File: src/logic/brf_map.svh
`ifndef BRF_MAP_SVH
`define BRF_MAP_SVH

// ==========================================================================
// Register port address map
// ==========================================================================
`define BRF_ADDR_W 4
`define BRF_ADR_DATA_ZERO 4'h0
`define BRF_ADR_DATA_ONE 4'h1
`define BRF_ADR_DATA_TWO 4'h2
`define BRF_ADR_DATA_THREE 4'h3
`define BRF_ADR_ADDR_ZERO 4'h4
`define BRF_ADR_ADDR_ONE 4'h5
`define BRF_ADR_FRAME_BASE 4'h6
`define BRF_ADR_ZERO_LOWER 4'h8
`define BRF_ADR_ZERO_UPPER 4'h9
`define BRF_ADR_ONE_LOWER 4'ha
`define BRF_ADR_ONE_UPPER 4'hb
`define BRF_ADR_PAIR_LOW_WIDE 4'hc
`define BRF_ADR_PAIR_HIGH_WIDE 4'hd
`define BRF_ADR_ADDR_PAIR_WIDE 4'he
`define BRF_ADR_STATUS 4'hf

// ==========================================================================
// Sizes and reset values
// ==========================================================================
`define BRF_CORE_REGS 13
`define BRF_BANKED_REGS 7
`define BRF_BANKS 2
`define BRF_WORD_W 16
`define BRF_BUS_W 32
`define BRF_RESET_WORD 16'h0000
`define BRF_RESET_BUS 32'h0000_0000

`endif

File: src/logic/brf_pkg.sv
package brf_pkg;

  // ========================================================================
  // Types
  // ========================================================================
  typedef logic [15:0] brf_word_t;

  // Position of each banked register inside one bank copy.
  typedef enum logic [2:0] {
    BRF_DATA_ZERO,
    BRF_DATA_ONE,
    BRF_DATA_TWO,
    BRF_DATA_THREE,
    BRF_ADDR_ZERO,
    BRF_ADDR_ONE,
    BRF_FRAME_BASE
  } brf_slot_e;

endpackage

File: src/logic/brf_bank_regs.sv
// Behaviour
// - Four data, two address and frame base registers form the bank.
// - Two independent bank copies exist; only one serves accesses.
// - Four 16-bit data registers are readable and writable.
// - First two data registers have byte halves; byte write keeps other.
// - Third with first and fourth with second data form 32-bit pairs.
// - Two 16-bit address registers supply indirect and relative bases.
// - Address registers also serve as ordinary read/write operands.
// - Both address registers join into one 32-bit address pair.
//
// Our own choices: the strobed register port and the address map.
`timescale 1ns/10ps
`include "brf_map.svh"

module brf_bank_regs #(
  parameter int BANKS = `BRF_BANKS,
  parameter int REGS = `BRF_BANKED_REGS
) (
  input wire logic clk,
  input wire logic reset,
  input wire logic bank_sel,
  input wire logic [3:0] addr,
  input wire logic [31:0] wdata,
  input wire logic wr_stb,
  input wire logic rd_stb,
  output logic [31:0] rdata_q,
  output logic [15:0] addr_base_zero_q,
  output logic [15:0] addr_base_one_q,
  output logic active_bank_q
);

  // ========================================================================
  // Storage
  // ========================================================================
  brf_pkg::brf_word_t regs_q [0:BANKS-1][0:REGS-1];

  // ========================================================================
  // Decode
  // ========================================================================
  // Byte lanes of one slot touched by a write at address a.
  function automatic logic [1:0] wr_lanes(input logic [3:0] a,
                                          input int unsigned slot);
    logic [1:0] lanes;
    lanes = 2'b00;
    case (a)
      `BRF_ADR_DATA_ZERO: begin
        if (slot == int'(brf_pkg::BRF_DATA_ZERO)) lanes = 2'b11;
      end
      `BRF_ADR_DATA_ONE: begin
        if (slot == int'(brf_pkg::BRF_DATA_ONE)) lanes = 2'b11;
      end
      `BRF_ADR_DATA_TWO: begin
        if (slot == int'(brf_pkg::BRF_DATA_TWO)) lanes = 2'b11;
      end
      `BRF_ADR_DATA_THREE: begin
        if (slot == int'(brf_pkg::BRF_DATA_THREE)) lanes = 2'b11;
      end
      `BRF_ADR_ADDR_ZERO: begin
        if (slot == int'(brf_pkg::BRF_ADDR_ZERO)) lanes = 2'b11;
      end
      `BRF_ADR_ADDR_ONE: begin
        if (slot == int'(brf_pkg::BRF_ADDR_ONE)) lanes = 2'b11;
      end
      `BRF_ADR_FRAME_BASE: begin
        if (slot == int'(brf_pkg::BRF_FRAME_BASE)) lanes = 2'b11;
      end
      `BRF_ADR_ZERO_LOWER: begin
        if (slot == int'(brf_pkg::BRF_DATA_ZERO)) lanes = 2'b01;
      end
      `BRF_ADR_ZERO_UPPER: begin
        if (slot == int'(brf_pkg::BRF_DATA_ZERO)) lanes = 2'b10;
      end
      `BRF_ADR_ONE_LOWER: begin
        if (slot == int'(brf_pkg::BRF_DATA_ONE)) lanes = 2'b01;
      end
      `BRF_ADR_ONE_UPPER: begin
        if (slot == int'(brf_pkg::BRF_DATA_ONE)) lanes = 2'b10;
      end
      `BRF_ADR_PAIR_LOW_WIDE: begin
        if (slot == int'(brf_pkg::BRF_DATA_TWO) ||
            slot == int'(brf_pkg::BRF_DATA_ZERO)) lanes = 2'b11;
      end
      `BRF_ADR_PAIR_HIGH_WIDE: begin
        if (slot == int'(brf_pkg::BRF_DATA_THREE) ||
            slot == int'(brf_pkg::BRF_DATA_ONE)) lanes = 2'b11;
      end
      `BRF_ADR_ADDR_PAIR_WIDE: begin
        if (slot == int'(brf_pkg::BRF_ADDR_ONE) ||
            slot == int'(brf_pkg::BRF_ADDR_ZERO)) lanes = 2'b11;
      end
      default: begin
        lanes = 2'b00;
      end
    endcase
    return lanes;
  endfunction

  // Value offered to one slot; the lane mask picks which bytes land.
  function automatic brf_pkg::brf_word_t wr_value(input logic [3:0] a,
                                                  input int unsigned slot,
                                                  input logic [31:0] wd);
    brf_pkg::brf_word_t v;
    v = wd[15:0];
    case (a)
      `BRF_ADR_ZERO_UPPER, `BRF_ADR_ONE_UPPER: begin
        v = {wd[7:0], wd[7:0]};
      end
      `BRF_ADR_PAIR_LOW_WIDE, `BRF_ADR_PAIR_HIGH_WIDE,
      `BRF_ADR_ADDR_PAIR_WIDE: begin
        if (slot == int'(brf_pkg::BRF_DATA_TWO) ||
            slot == int'(brf_pkg::BRF_DATA_THREE) ||
            slot == int'(brf_pkg::BRF_ADDR_ONE)) v = wd[31:16];
      end
      default: begin
        v = wd[15:0];
      end
    endcase
    return v;
  endfunction

  // ========================================================================
  // Bank storage
  // ========================================================================
  // Each access uses the bank select seen beside its strobe, so a switch
  // lands on the very next access and never splits one access.
  for (genvar b = 0; b < BANKS; b++) begin : g_bank
    for (genvar i = 0; i < REGS; i++) begin : g_reg
      logic [1:0] lanes;
      brf_pkg::brf_word_t val;
      assign lanes = wr_lanes(addr, i);
      assign val = wr_value(addr, i, wdata);
      always_ff @(posedge clk) begin
        if (reset) begin
          regs_q[b][i] <= `BRF_RESET_WORD;
        end else if (wr_stb && (32'(bank_sel) == b)) begin
          if (lanes[0]) begin
            regs_q[b][i][7:0] <= val[7:0];
          end
          if (lanes[1]) begin
            regs_q[b][i][15:8] <= val[15:8];
          end
        end
      end
    end
  end

  // ========================================================================
  // Read port
  // ========================================================================
  brf_pkg::brf_word_t cur [0:REGS-1];
  logic [31:0] rd_val;

  always_comb begin
    for (int i = 0; i < REGS; i++) begin
      cur[i] = regs_q[bank_sel][i];
    end
  end

  always_comb begin
    rd_val = `BRF_RESET_BUS;
    case (addr)
      `BRF_ADR_DATA_ZERO: rd_val = {16'h0000, cur[0]};
      `BRF_ADR_DATA_ONE: rd_val = {16'h0000, cur[1]};
      `BRF_ADR_DATA_TWO: rd_val = {16'h0000, cur[2]};
      `BRF_ADR_DATA_THREE: rd_val = {16'h0000, cur[3]};
      `BRF_ADR_ADDR_ZERO: rd_val = {16'h0000, cur[4]};
      `BRF_ADR_ADDR_ONE: rd_val = {16'h0000, cur[5]};
      `BRF_ADR_FRAME_BASE: rd_val = {16'h0000, cur[6]};
      `BRF_ADR_ZERO_LOWER: rd_val = {24'h00_0000, cur[0][7:0]};
      `BRF_ADR_ZERO_UPPER: rd_val = {24'h00_0000, cur[0][15:8]};
      `BRF_ADR_ONE_LOWER: rd_val = {24'h00_0000, cur[1][7:0]};
      `BRF_ADR_ONE_UPPER: rd_val = {24'h00_0000, cur[1][15:8]};
      `BRF_ADR_PAIR_LOW_WIDE: rd_val = {cur[2], cur[0]};
      `BRF_ADR_PAIR_HIGH_WIDE: rd_val = {cur[3], cur[1]};
      `BRF_ADR_ADDR_PAIR_WIDE: rd_val = {cur[5], cur[4]};
      `BRF_ADR_STATUS: rd_val = {31'h0000_0000, active_bank_q};
      default: rd_val = `BRF_RESET_BUS;
    endcase
  end

  // Read data stand for exactly one cycle; idle cycles show zero.
  always_ff @(posedge clk) begin
    if (reset) begin
      rdata_q <= `BRF_RESET_BUS;
    end else if (rd_stb) begin
      rdata_q <= rd_val;
    end else begin
      rdata_q <= `BRF_RESET_BUS;
    end
  end

  // ========================================================================
  // Addressing bases and status
  // ========================================================================
  // The bases trail the active copy by one cycle; a flop here keeps the
  // address adder off the write path at the cost of that latency.
  always_ff @(posedge clk) begin
    if (reset) begin
      addr_base_zero_q <= `BRF_RESET_WORD;
      addr_base_one_q <= `BRF_RESET_WORD;
    end else begin
      addr_base_zero_q <= cur[brf_pkg::BRF_ADDR_ZERO];
      addr_base_one_q <= cur[brf_pkg::BRF_ADDR_ONE];
    end
  end

  always_ff @(posedge clk) begin
    if (reset) begin
      active_bank_q <= 1'b0;
    end else begin
      active_bank_q <= bank_sel;
    end
  end

  // ========================================================================
  // Assertions
  // ========================================================================
  property p_frame_banked;
    @(posedge clk) disable iff (reset)
    (wr_stb && bank_sel && addr == `BRF_ADR_FRAME_BASE) |=>
      (regs_q[1][brf_pkg::BRF_FRAME_BASE] == $past(wdata[15:0])) &&
      $stable(regs_q[0][brf_pkg::BRF_FRAME_BASE]);
  endproperty
  a_frame_banked: assert property (p_frame_banked)
    else $error("frame base write leaked into the idle bank");

  property p_bank_isolate;
    @(posedge clk) disable iff (reset)
    (wr_stb && !bank_sel) |=>
      $stable(regs_q[1][brf_pkg::BRF_DATA_ZERO]) &&
      $stable(regs_q[1][brf_pkg::BRF_ADDR_ONE]);
  endproperty
  a_bank_isolate: assert property (p_bank_isolate)
    else $error("write to bank zero changed bank one");

  property p_word_rw;
    @(posedge clk) disable iff (reset)
    (wr_stb && addr == `BRF_ADR_DATA_THREE) ##1
    (rd_stb && addr == `BRF_ADR_DATA_THREE && $stable(bank_sel)) |=>
      rdata_q == {16'h0000, $past(wdata[15:0], 2)};
  endproperty
  a_word_rw: assert property (p_word_rw)
    else $error("data register read did not return written word");

  property p_rd_idle;
    @(posedge clk) disable iff (reset)
    !rd_stb |=> rdata_q == `BRF_RESET_BUS;
  endproperty
  a_rd_idle: assert property (p_rd_idle)
    else $error("read data held beyond its single cycle");

  property p_byte_keep;
    @(posedge clk) disable iff (reset)
    (wr_stb && !bank_sel && addr == `BRF_ADR_ZERO_LOWER) |=>
      (regs_q[0][brf_pkg::BRF_DATA_ZERO][15:8] ==
       $past(regs_q[0][brf_pkg::BRF_DATA_ZERO][15:8])) &&
      (regs_q[0][brf_pkg::BRF_DATA_ZERO][7:0] == $past(wdata[7:0]));
  endproperty
  a_byte_keep: assert property (p_byte_keep)
    else $error("lower byte write disturbed the upper byte");

  property p_pair_read;
    @(posedge clk) disable iff (reset)
    (rd_stb && !bank_sel && addr == `BRF_ADR_PAIR_LOW_WIDE) |=>
      rdata_q == {$past(regs_q[0][brf_pkg::BRF_DATA_TWO]),
                  $past(regs_q[0][brf_pkg::BRF_DATA_ZERO])};
  endproperty
  a_pair_read: assert property (p_pair_read)
    else $error("wide data pair read in wrong order");

  property p_base_out;
    @(posedge clk) disable iff (reset)
    !bank_sel |=>
      addr_base_zero_q == $past(regs_q[0][brf_pkg::BRF_ADDR_ZERO]);
  endproperty
  a_base_out: assert property (p_base_out)
    else $error("address base does not follow active register");

  property p_addr_operand;
    @(posedge clk) disable iff (reset)
    (rd_stb && bank_sel && addr == `BRF_ADR_ADDR_ONE) |=>
      rdata_q == {16'h0000, $past(regs_q[1][brf_pkg::BRF_ADDR_ONE])};
  endproperty
  a_addr_operand: assert property (p_addr_operand)
    else $error("address register operand read is wrong");

  property p_addr_pair_write;
    @(posedge clk) disable iff (reset)
    (wr_stb && bank_sel && addr == `BRF_ADR_ADDR_PAIR_WIDE) |=>
      (regs_q[1][brf_pkg::BRF_ADDR_ONE] == $past(wdata[31:16])) &&
      (regs_q[1][brf_pkg::BRF_ADDR_ZERO] == $past(wdata[15:0]));
  endproperty
  a_addr_pair_write: assert property (p_addr_pair_write)
    else $error("wide address pair write split wrongly");

  property p_bank_switch;
    @(posedge clk) disable iff (reset)
    ($rose(bank_sel) && wr_stb && addr == `BRF_ADR_DATA_TWO) |=>
      (regs_q[1][brf_pkg::BRF_DATA_TWO] == $past(wdata[15:0])) &&
      $stable(regs_q[0][brf_pkg::BRF_DATA_TWO]) && active_bank_q;
  endproperty
  a_bank_switch: assert property (p_bank_switch)
    else $error("bank switch did not steer the next access");

  property p_byte_upper;
    @(posedge clk) disable iff (reset)
    (wr_stb && bank_sel && addr == `BRF_ADR_ONE_UPPER) |=>
      (regs_q[1][brf_pkg::BRF_DATA_ONE][15:8] == $past(wdata[7:0])) &&
      $stable(regs_q[1][brf_pkg::BRF_DATA_ONE][7:0]);
  endproperty
  a_byte_upper: assert property (p_byte_upper)
    else $error("upper byte write disturbed the lower byte");

  property p_base_one;
    @(posedge clk) disable iff (reset)
    bank_sel |=>
      addr_base_one_q == $past(regs_q[1][brf_pkg::BRF_ADDR_ONE]);
  endproperty
  a_base_one: assert property (p_base_one)
    else $error("second address base does not follow active copy");

  property p_high_pair_read;
    @(posedge clk) disable iff (reset)
    (rd_stb && bank_sel && addr == `BRF_ADR_PAIR_HIGH_WIDE) |=>
      rdata_q == {$past(regs_q[1][brf_pkg::BRF_DATA_THREE]),
                  $past(regs_q[1][brf_pkg::BRF_DATA_ONE])};
  endproperty
  a_high_pair_read: assert property (p_high_pair_read)
    else $error("upper wide data pair read in wrong order");

  property p_byte_read;
    @(posedge clk) disable iff (reset)
    (rd_stb && !bank_sel && addr == `BRF_ADR_ZERO_UPPER) |=>
      rdata_q == {24'h00_0000,
                  $past(regs_q[0][brf_pkg::BRF_DATA_ZERO][15:8])};
  endproperty
  a_byte_read: assert property (p_byte_read)
    else $error("upper byte read returned the wrong byte");

  property p_status_read;
    @(posedge clk) disable iff (reset)
    (rd_stb && addr == `BRF_ADR_STATUS) |=>
      rdata_q == {31'h0000_0000, $past(active_bank_q)};
  endproperty
  a_status_read: assert property (p_status_read)
    else $error("status read does not show the active bank");

endmodule // brf_bank_regs

File: config.mk
export PLATFORM = sky130hd
export DESIGN_NAME = brf_bank_regs
export DESIGN_NICKNAME = d
export VERILOG_FILES = /design/src/logic/brf_pkg.sv /design/src/logic/brf_bank_regs.sv
export VERILOG_INCLUDE_DIRS = /design/src /design/src/logic
export SDC_FILE = /design/constraint.sdc
export NUM_CORES = 1
export LEC_CHECK = 0
export BUFFER_PORTS_ARGS = -buffer_cell sky130_fd_sc_hd__buf_2
export CORE_UTILIZATION = 64
export DETAILED_ROUTE_END_ITERATION = 10
export HOLD_SLACK_MARGIN = 0.08
export PLACE_DENSITY = 0.84
export SLEW_MARGIN = 0
export SYNTH_ARGS = -nofsm -noshare
export SYNTH_HDL_FRONTEND = slang
export SYNTH_SLANG_ARGS = --single-unit
File: constraint.sdc
create_clock -name clk -period 6 [get_ports clk]
set_input_delay 0.9 -clock clk [delete_from_list [all_inputs] [get_ports clk]]
set_output_delay 0.9 -clock clk [all_outputs]
set_load 0.02 [all_outputs]
==> flow_summary.toml, run 1 <==
[final_layout]
antenna_cells = 0
final_nets = 1134
area_growth_pct = 11.5
drive_gt1_frac = 0.231
utilization = 0.733

[worst_hold_path]
hold_depth = 2
worstHoldPathType = "reg2reg"
worstHoldStart = "regs_q[0][42]"
holdPathEnd = "addr_base_zero_q[10]"

[clocking]
clockBufferDepth = 3
insertion_delay_ns = 0.54
cts_resized = 0
cts-root-buf = "clkbuf_16"
cts_setup_buffers = 0
cts.clk_slew.worst_paths_ns = 0.06
cts_tree = "built"
clock-sinks = 289
htree_levels = 1
ctsHoldBuffers = 0
cts_inserted_buffers = 28

[synthesis]
synth_area_per_cell_um2 = 12.7
synth-seq-cells = 289
synth_cell_types = 73
synth-edff-count = 224
seq_area_frac_synth = 0.623
syn_area_um2 = 12900
async_flop_share = 0
synthCells = 1013
syn_nets = 1054
ys.flop_type = "edfxtp_1"
yosysWarnings = 0

[power]
peakVddDrop_mv = 0.300
leakagePower_nw = 5.48
p_per_area_nw_per_um2 = 318

[worst_setup_path]
r2r-start = "regs_q[1][94]"
reg2reg_slack_ns = 4.24
crit_chain = "buf_2 -> nand4bb_1 -> nor3_1 -> and2_1"
reg2reg_to = "rdata_q[6]"
path_class = "in2reg"
path_depth = 4
cpLargestDelayFamily = "simple AND/OR/NAND/NOR gates"
critPathLaunchType = "primary input"
r2r_cells = 4
cp-end-kind = "flip-flop"
worstPathRequired_ns = 6.39
cp_num_buf_inv = 1
max_stage_delay_ns = 1.10
worstPathArrival_ns = 3.71
slowest_stage = "nor3_1"
cp_max_fo = 30

[routing]
drc = 0
final_antenna_net_count = 0
drt_iter0_markers = 1204
dr.pass1.iters = 6
wl_per_cell_um = 26.1
wirelength_um = 36000
avgViaCountPerCell = 6.66
vias = 9188

[die]
die_x_um = 144
start_util = 0.658
coreArea_um2 = 19600
die_area_um2 = 20700
num_rows = 51
io_pins = 106
die_y_um = 144

[place]
place_hpwl_um = 23700
globalplace.congestion = 0.940
io_buffer_count = 105

[timing]
drv_slew = 0
fin_crit_sh = 0.552
period_needed_ns = 3.31
rsz0062_at_grt = "false"
tightest_slew_ns = 1.14
relSlewSlack = 0.237
final_hold_viol_count = 0
final.setup.tns_ns = 0
max_freq_mhz = 302
skew_ns = 0.0183
setup_viol = 0
hold_ws_ns = 0.527

[global_route]
grt_usage = 0.356
gr-usage-met3 = 0.0680
grt_most_used_layer = "met2"
grt_max_degree = 45
met2_usage = 0.574
grt_util_met1 = 0.467
antenna_found_initial = 1
first_global_vias = 8805
overflow = 0
grt_pass1_wl_um = 52900

[run_status]
status = "finished, final reports clean"

[flow_run]
cap_violations = 0
kinds of logic (layout without fill, tap and decap cells):
| kind of cell | count (synthesis) | after routing | synth area share |
|---|---|---|---|
| AO/OA/AOI/OAI | 145 | 145 | 0.0916 |
| XOR/XNOR | 4 | 4 | 0.00272 |
| buffers and inverters | 66 | 168 | 0.0310 |
| flip-flops | 289 | 289 | 0.623 |
| multiplexers | 121 | 121 | 0.0997 |
| AND/OR/NAND/NOR | 388 | 388 | 0.152 |
where the power goes:
| part | switching [W] | leakage, nW | internal [W] |
|---|---|---|---|
| Clock | 0.000743 | 0.451 | 0.00105 |
| Sequential | 0.0000369 | 2.68 | 0.00227 |
| Combinational | 0.000322 | 2.35 | 0.000142 |
| Total | 0.00110 | 5.48 | 0.00346 |
sequential cells by signal, summed over array words and instances, names as in the netlist:
name / count
rdata_q: 32
regs_q: 224
active_bank_q: 1
addr_base_one_q: 16
addr_base_zero_q: 16
per-stage QoR:
stage	total power [W]	instances	cell area [um2]	setup slack, ns
6_report	0.00457	1380	14400	2.69
5_1_grt	0.00466	1380	14400	2.53
4_1_cts	0.00455	1380	14400	2.81
3_5_place_dp	0.00280	1328	13400	2.29
3_3_place_gp	0.00279	1328	13400	2.32
2_1_floorplan	0.00263	1013	12900	3.08
per-layer routing:
metal / wire length, um / vias to the layer above
met5: 0 / -
met4: 1600 / 0
met3: 4260 / 100
met2: 17000 / 758
met1: 13100 / 4443
li1: - / 3887
placed cells by master (no fill, tap or decap), types with 6 or more instances in the layout:
cell       synthesis  final
a31oi_1           10     10
o211a_1            7      7
and2_1            42     42
mux2_2            59     59
o21bai_1           7      7
buf_4              8     11
and3_1            32     32
clkbuf_16          0     29
a221oi_2           8      8
edfxtp_1         224    224
a22oi_1           21     21
clkbuf_1          19      8
nand3_1            9      9
a221oi_1          12     12
nor2b_1           18     18
or3_1              8      8
nand2_1           30     30
a21oi_1           28     28
mux2i_1           62     62
buf_2             24    104
dfxtp_1           65     65
a21o_1             6      6
nor3_1            10     10
nor2_1           199    199
worst max-delay path by stage:
stage,from,to,slack [ns]
4_1_cts,addr[2],regs_q[1][4],2.81
3_5_place_dp,addr[2],regs_q[1][4],2.29
3_3_place_gp,bank_sel,rdata_q[0],2.32
6_report,addr[2],regs_q[1][4],2.69
2_1_floorplan,addr[3],regs_q[1][32],3.08
5_1_grt,addr[2],regs_q[1][6],2.53
final cells by class:
class / count / area, um2
Fill cell: 1306 / 5230
Timing Repair Buffer: 115 / 603
Sequential cell: 289 / 8030
Tap cell: 265 / 332
Inverter: 1 / 3.75
Multi-Input combinational cell: 658 / 4470
Clock buffer: 40 / 797
Clock inverter: 12 / 131
cells in the mapped netlist, types with 9 or more instances:
cell,number,area share
edfxtp_1,224,0.52
nor2_1,199,0.058
dfxtp_1,65,0.10
mux2i_1,62,0.048
mux2_2,59,0.052
and2_1,42,0.020
and3_1,32,0.016
nand2_1,30,0.0087
a21oi_1,28,0.011
buf_2,24,0.0093
a22oi_1,21,0.012
clkbuf_1,19,0.0055
nor2b_1,18,0.0087
a221oi_1,12,0.0082
buf_6,12,0.010
a31oi_1,10,0.0049
nor3_1,10,0.0039
nand3_1,9,0.0035
worst reg2reg max path: stages (launching register included):
cell and delay (ns):
edfxtp_1 0.37, mux2i_1 0.40, o22ai_1 0.15, nor4bb_1 0.57
a21oi_1 0.13
(Power assumes the default switching activity.)
==> run 2: changes to the inputs <==
--- a/config.mk
+++ b/config.mk
@@ -7,10 +7,10 @@
 export NUM_CORES = 1
 export LEC_CHECK = 0
 export BUFFER_PORTS_ARGS = -buffer_cell sky130_fd_sc_hd__buf_2
-export CORE_UTILIZATION = 64
+export CORE_UTILIZATION = 54
 export DETAILED_ROUTE_END_ITERATION = 10
 export HOLD_SLACK_MARGIN = 0.08
-export PLACE_DENSITY = 0.84
+export PLACE_DENSITY = 0.76
 export SLEW_MARGIN = 0
 export SYNTH_ARGS = -nofsm -noshare
 export SYNTH_HDL_FRONTEND = slang
==> constraint.sdc (replaced) <==
create_clock -name clk -period 2.9 [get_ports clk]
set_input_delay 0.435 -clock clk [delete_from_list [all_inputs] [get_ports clk]]
set_output_delay 0.435 -clock clk [all_outputs]
set_load 0.02 [all_outputs]
==> flow_summary.toml, run 2 (synthesized netlist as in run 1, its figures left out) <==
[worst_setup_path]
cp_max_fo = 30
path_class = "in2reg"
crit_chain = "buf_2 -> nor3b_1 -> o21a_1 -> a31o_2"
worstPathRequired_ns = 3.08
cp-end-kind = "flip-flop"
cpLargestDelayFamily = "compound AO/OA/AOI/OAI gates"
slowest_stage = "a31o_2"
critPathLaunchType = "primary input"
max_stage_delay_ns = 0.59
worstPathArrival_ns = 2.27
cp_num_buf_inv = 1

[power]
seqPwrFrac = 0.509
switching_share = 0.241
switchingPower_w = 0.00226
intPower_w = 0.00711
clkPwrFrac = 0.383
p_per_area_nw_per_um2 = 632
pwr-share-comb = 0.107
p_total_w = 0.00937
peakVddDrop_mv = 0.424
leakagePower_nw = 5.74

[die]
num_rows = 56
coreArea_um2 = 23500
die_area_um2 = 24500
io_pins = 106
die_x_um = 156
die_y_um = 156
start_util = 0.549

[global_route]
overflow = 0
grt_max_degree = 39
grt_usage = 0.293
antenna_found_initial = 0
first_global_vias = 8702
grt_pass1_wl_um = 52600

[final_layout]
layout_commonest_cell = "edfxtp_1"
antenna_cells = 0
drive_gt1_frac = 0.265
most-common-layout-cells = "edfxtp_1 (224), nor2_1 (199), buf_2 (104)"
area_growth_pct = 15.0
largest_reg_flops = 224
final_design_area_no_fill_um2 = 14800
final_nets = 1187
top_register = "regs_q"
largestRegisters = "regs_q: 224 flops, rdata_q: 32 flops"

[clocking]
ctsHoldBuffers = 0
clockBufferDepth = 3
cts_inserted_buffers = 29
htree_levels = 1
cts_tree = "built"
cts-root-buf = "clkbuf_16"
cts_setup_buffers = 0
cts_resized = 0
cts.clk_slew.worst_paths_ns = 0.07
clock-sinks = 289
insertion_delay_ns = 0.55

[timing]
period_needed_ns = 2.08
final.setup.tns_ns = 0
max_freq_mhz = 480
setup_viol = 0
hold_ws_ns = 0.280
fin_crit_sh = 0.718
drv_slew = 0
final_hold_viol_count = 0
rsz0062_at_grt = "false"
tightest_slew_ns = 0.674
relSlewSlack = 0.551
skew_ns = 0.00860

[flow_run]
cap_violations = 0

[routing]
dr.pass1.iters = 5
vias = 9008
avgViaCountPerCell = 6.05
final_antenna_net_count = 0
drt_iter0_markers = 894
wirelength_um = 35400
drc = 0
wl_per_cell_um = 23.8

[run_status]
status = "finished, final reports clean"

[place]
globalplace.congestion = 0.959
io_buffer_count = 105
placed_area_um2 = 13900
place_hpwl_um = 24500

[worst_hold_path]
worstHoldPathType = "in2reg"
-- run 2: cell count changes in the layout (fill, tap and decap cells not counted) --
cell and change:
buf_4 +50, clkbuf_1 +5, clkinv_1 -3, buf_12 +2, bufinv_16 -2, clkbuf_8 +2
clkinvlp_4 -1, inv_6 +1
-- run 2: metrics by stage --
stage	util	cells	setup WS, ns
final	0.632	1488	0.817
after CTS	0.632	1488	0.899
after detailed placement	0.593	1434	0.338
after global placement	0.593	1434	0.337
after floorplan	-	1013	0.441
after global routing	0.632	1488	0.759
-- run 2: worst paths after layout --
kind / start / to / slack [ns] / cells past startpoint
setup / recovery: addr[0] / regs_q[1][26] / 0.82 / 4
hold / removal: wdata[31] / regs_q[0][63] / 0.28 / 3
setup reg to reg: regs_q[1][91] / rdata_q[3] / 1.35 / 4
hold reg to reg: regs_q[1][41] / addr_base_zero_q[9] / 0.54 / 2
-- run 2: cell type report --
class                      instances  area, um2
inverter                           1       3.75
tap                              319        399
sequential                       289       8030
multi-input combinational        658       4470
clock inverter                     7       61.3
fill                            1782       8650
timing repair buffer             167       1020
clock buffer                      47        843
-- run 2: worst register-to-register path: stages, from the launching register on --
cell and delay (ns):
edfxtp_1 0.35, mux2i_1 0.42, a2bb2oi_1 0.23, nor4bb_1 0.33, a21oi_1 0.10
-- run 2: routing by layer --
layer,up-vias,global-route usage,wire (um)
li1,4000,-,-
met1,4366,0.397,14100
met2,550,0.468,16400
met3,92,0.0521,3500
met4,0,0.120,1400
met5,-,0,0
-- run 2: power groups by stage --
| stage | clock network [W] | logic, W | registers [W] |
|---|---|---|---|
| CTS | 0.00361 | 0.000990 | 0.00477 |
| global route | 0.00376 | 0.00106 | 0.00479 |
| global placement | 0 | 0.000974 | 0.00485 |
| detailed placement | 0 | 0.000984 | 0.00486 |
| floorplan | 0 | 0.000550 | 0.00490 |
| finish | 0.00359 | 0.00100 | 0.00477 |
==> run 3: changes to the inputs <==
==> constraint.sdc (replaced) <==
create_clock -name clk -period 1.91 [get_ports clk]
set_input_delay 0.2865 -clock clk [delete_from_list [all_inputs] [get_ports clk]]
set_output_delay 0.2865 -clock clk [all_outputs]
set_load 0.02 [all_outputs]
==> flow_summary.toml, run 3 (synthesized netlist as in run 1, its figures left out) <==
[timing]
setup_viol = 0
fin_crit_sh = 0.856
max_freq_mhz = 612
skew_ns = 0.0123
period_needed_ns = 1.63
drv_slew = 0
final_hold_viol_count = 0
relSlewSlack = 0.704
tightest_slew_ns = 0.443
rsz0062_at_grt = "false"
setup_ws_ns = 0.275

[clocking]
cts.clk_slew.worst_paths_ns = 0.06
cts_resized = 0
cts-root-buf = "clkbuf_16"
cts_inserted_buffers = 30
ctsHoldBuffers = 0
cts_setup_buffers = 0
insertion_delay_ns = 0.55
clockBufferDepth = 3
clock-sinks = 289
cts_tree = "built"
htree_levels = 1

[worst_setup_path]
r2r_cells = 4
path_depth = 4
cp_max_fo = 2
r2r-start = "regs_q[1][50]"
cp_num_buf_inv = 0
startpoint = "regs_q[1][50]"
slowest_stage = "edfxtp_1"
worstPathRequired_ns = 2.30
reg2reg_slack_ns = 0.28
cp-end-kind = "flip-flop"
critPathLaunchType = "flip-flop"
crit_chain = "mux2_2 -> o2bb2ai_1 -> a221oi_1 -> a31oi_1"
max_stage_delay_ns = 0.39
path_class = "reg2reg"
worstPathArrival_ns = 2.02
reg2reg_to = "rdata_q[2]"
cpLargestDelayFamily = "compound AO/OA/AOI/OAI gates"

[place]
placed_area_um2 = 14900
dp_slack_ns = -0.0749
place_hpwl_um = 26300
io_buffer_count = 105
globalplace.congestion = 1.01

[power]
peakVddDrop_mv = 0.651
p_per_area_nw_per_um2 = 932
leakagePower_nw = 6.28

[global_route]
grt_usage = 0.307
grt_pass1_wl_um = 54600
grt_max_degree = 26
first_global_vias = 9082
overflow = 0
antenna_found_initial = 1

[routing]
drt_iter0_markers = 1142
final_antenna_net_count = 0
avgViaCountPerCell = 5.91
vias = 9337
wirelength_um = 37000
wl_per_cell_um = 23.4
dr.pass1.iters = 5
drc = 0

[die]
die_y_um = 156
start_util = 0.549
io_pins = 106
die_area_um2 = 24500
coreArea_um2 = 23500
num_rows = 56
die_x_um = 156

[worst_hold_path]
worstHoldStart = "reset"
holdPathEnd = "addr_base_zero_q[3]"
worstHoldPathType = "in2reg"
hold_depth = 2

[final_layout]
top_register = "regs_q"
final_design_area_no_fill_um2 = 15800
layout_commonest_cell = "edfxtp_1"
final_nets = 1278
area_growth_pct = 22.8
drive_gt1_frac = 0.330
largest_reg_flops = 224
antenna_cells = 0
most-common-layout-cells = "edfxtp_1 (224), nor2_1 (199), buf_4 (133)"
largestRegisters = "regs_q: 224 flops, rdata_q: 32 flops"

[run_status]
status = "finished, final reports clean"

[flow_run]
cap_violations = 0
## run 3: where the power goes
part           internal, W  total, W  switching [W]
sequential         0.00714   0.00724       0.000105
combinational     0.000722   0.00180        0.00108
clock              0.00329   0.00570        0.00241
total               0.0111    0.0147        0.00360
## run 3: through the flow
step	std cells	TNS [ns]	util	hold WS, ns	power (W)
final	1580	0	0.674	0.124	0.0147
after global routing	1580	0	0.674	0.141	0.0151
after CTS	1580	0	0.674	0.110	0.0148
after detailed placement	1524	-1.67	0.633	0.522	0.00914
after global placement	1524	-1.58	0.633	0.522	0.00910
after floorplan	1013	0	-	0.471	0.00828
## run 3: cell type report
class	instances	area, um2
flip-flops and latches	289	8030
repair buffers	257	1910
clock buffers	39	816
clock inverters	17	151
fillers	1661	7650
inverters	1	3.75
multi-input cells	658	4520
well taps	319	399
## run 3: worst max path at each step
stage,to,slack [ns]
after floorplan,regs_q[1][88],0.008
after global placement,rdata_q[6],-0.11
after detailed placement,regs_q[1][38],-0.07
after CTS,rdata_q[2],0.33
after global routing,rdata_q[2],0.23
final,rdata_q[2],0.28
## run 3: metal layers
layer | routed length (um) | GRT usage | vias up
met5 | 0 | 0 | -
met4 | 1280 | 0.124 | 0
met3 | 3000 | 0.0468 | 93
met2 | 17900 | 0.509 | 486
met1 | 14800 | 0.406 | 4557
li1 | - | - | 4201
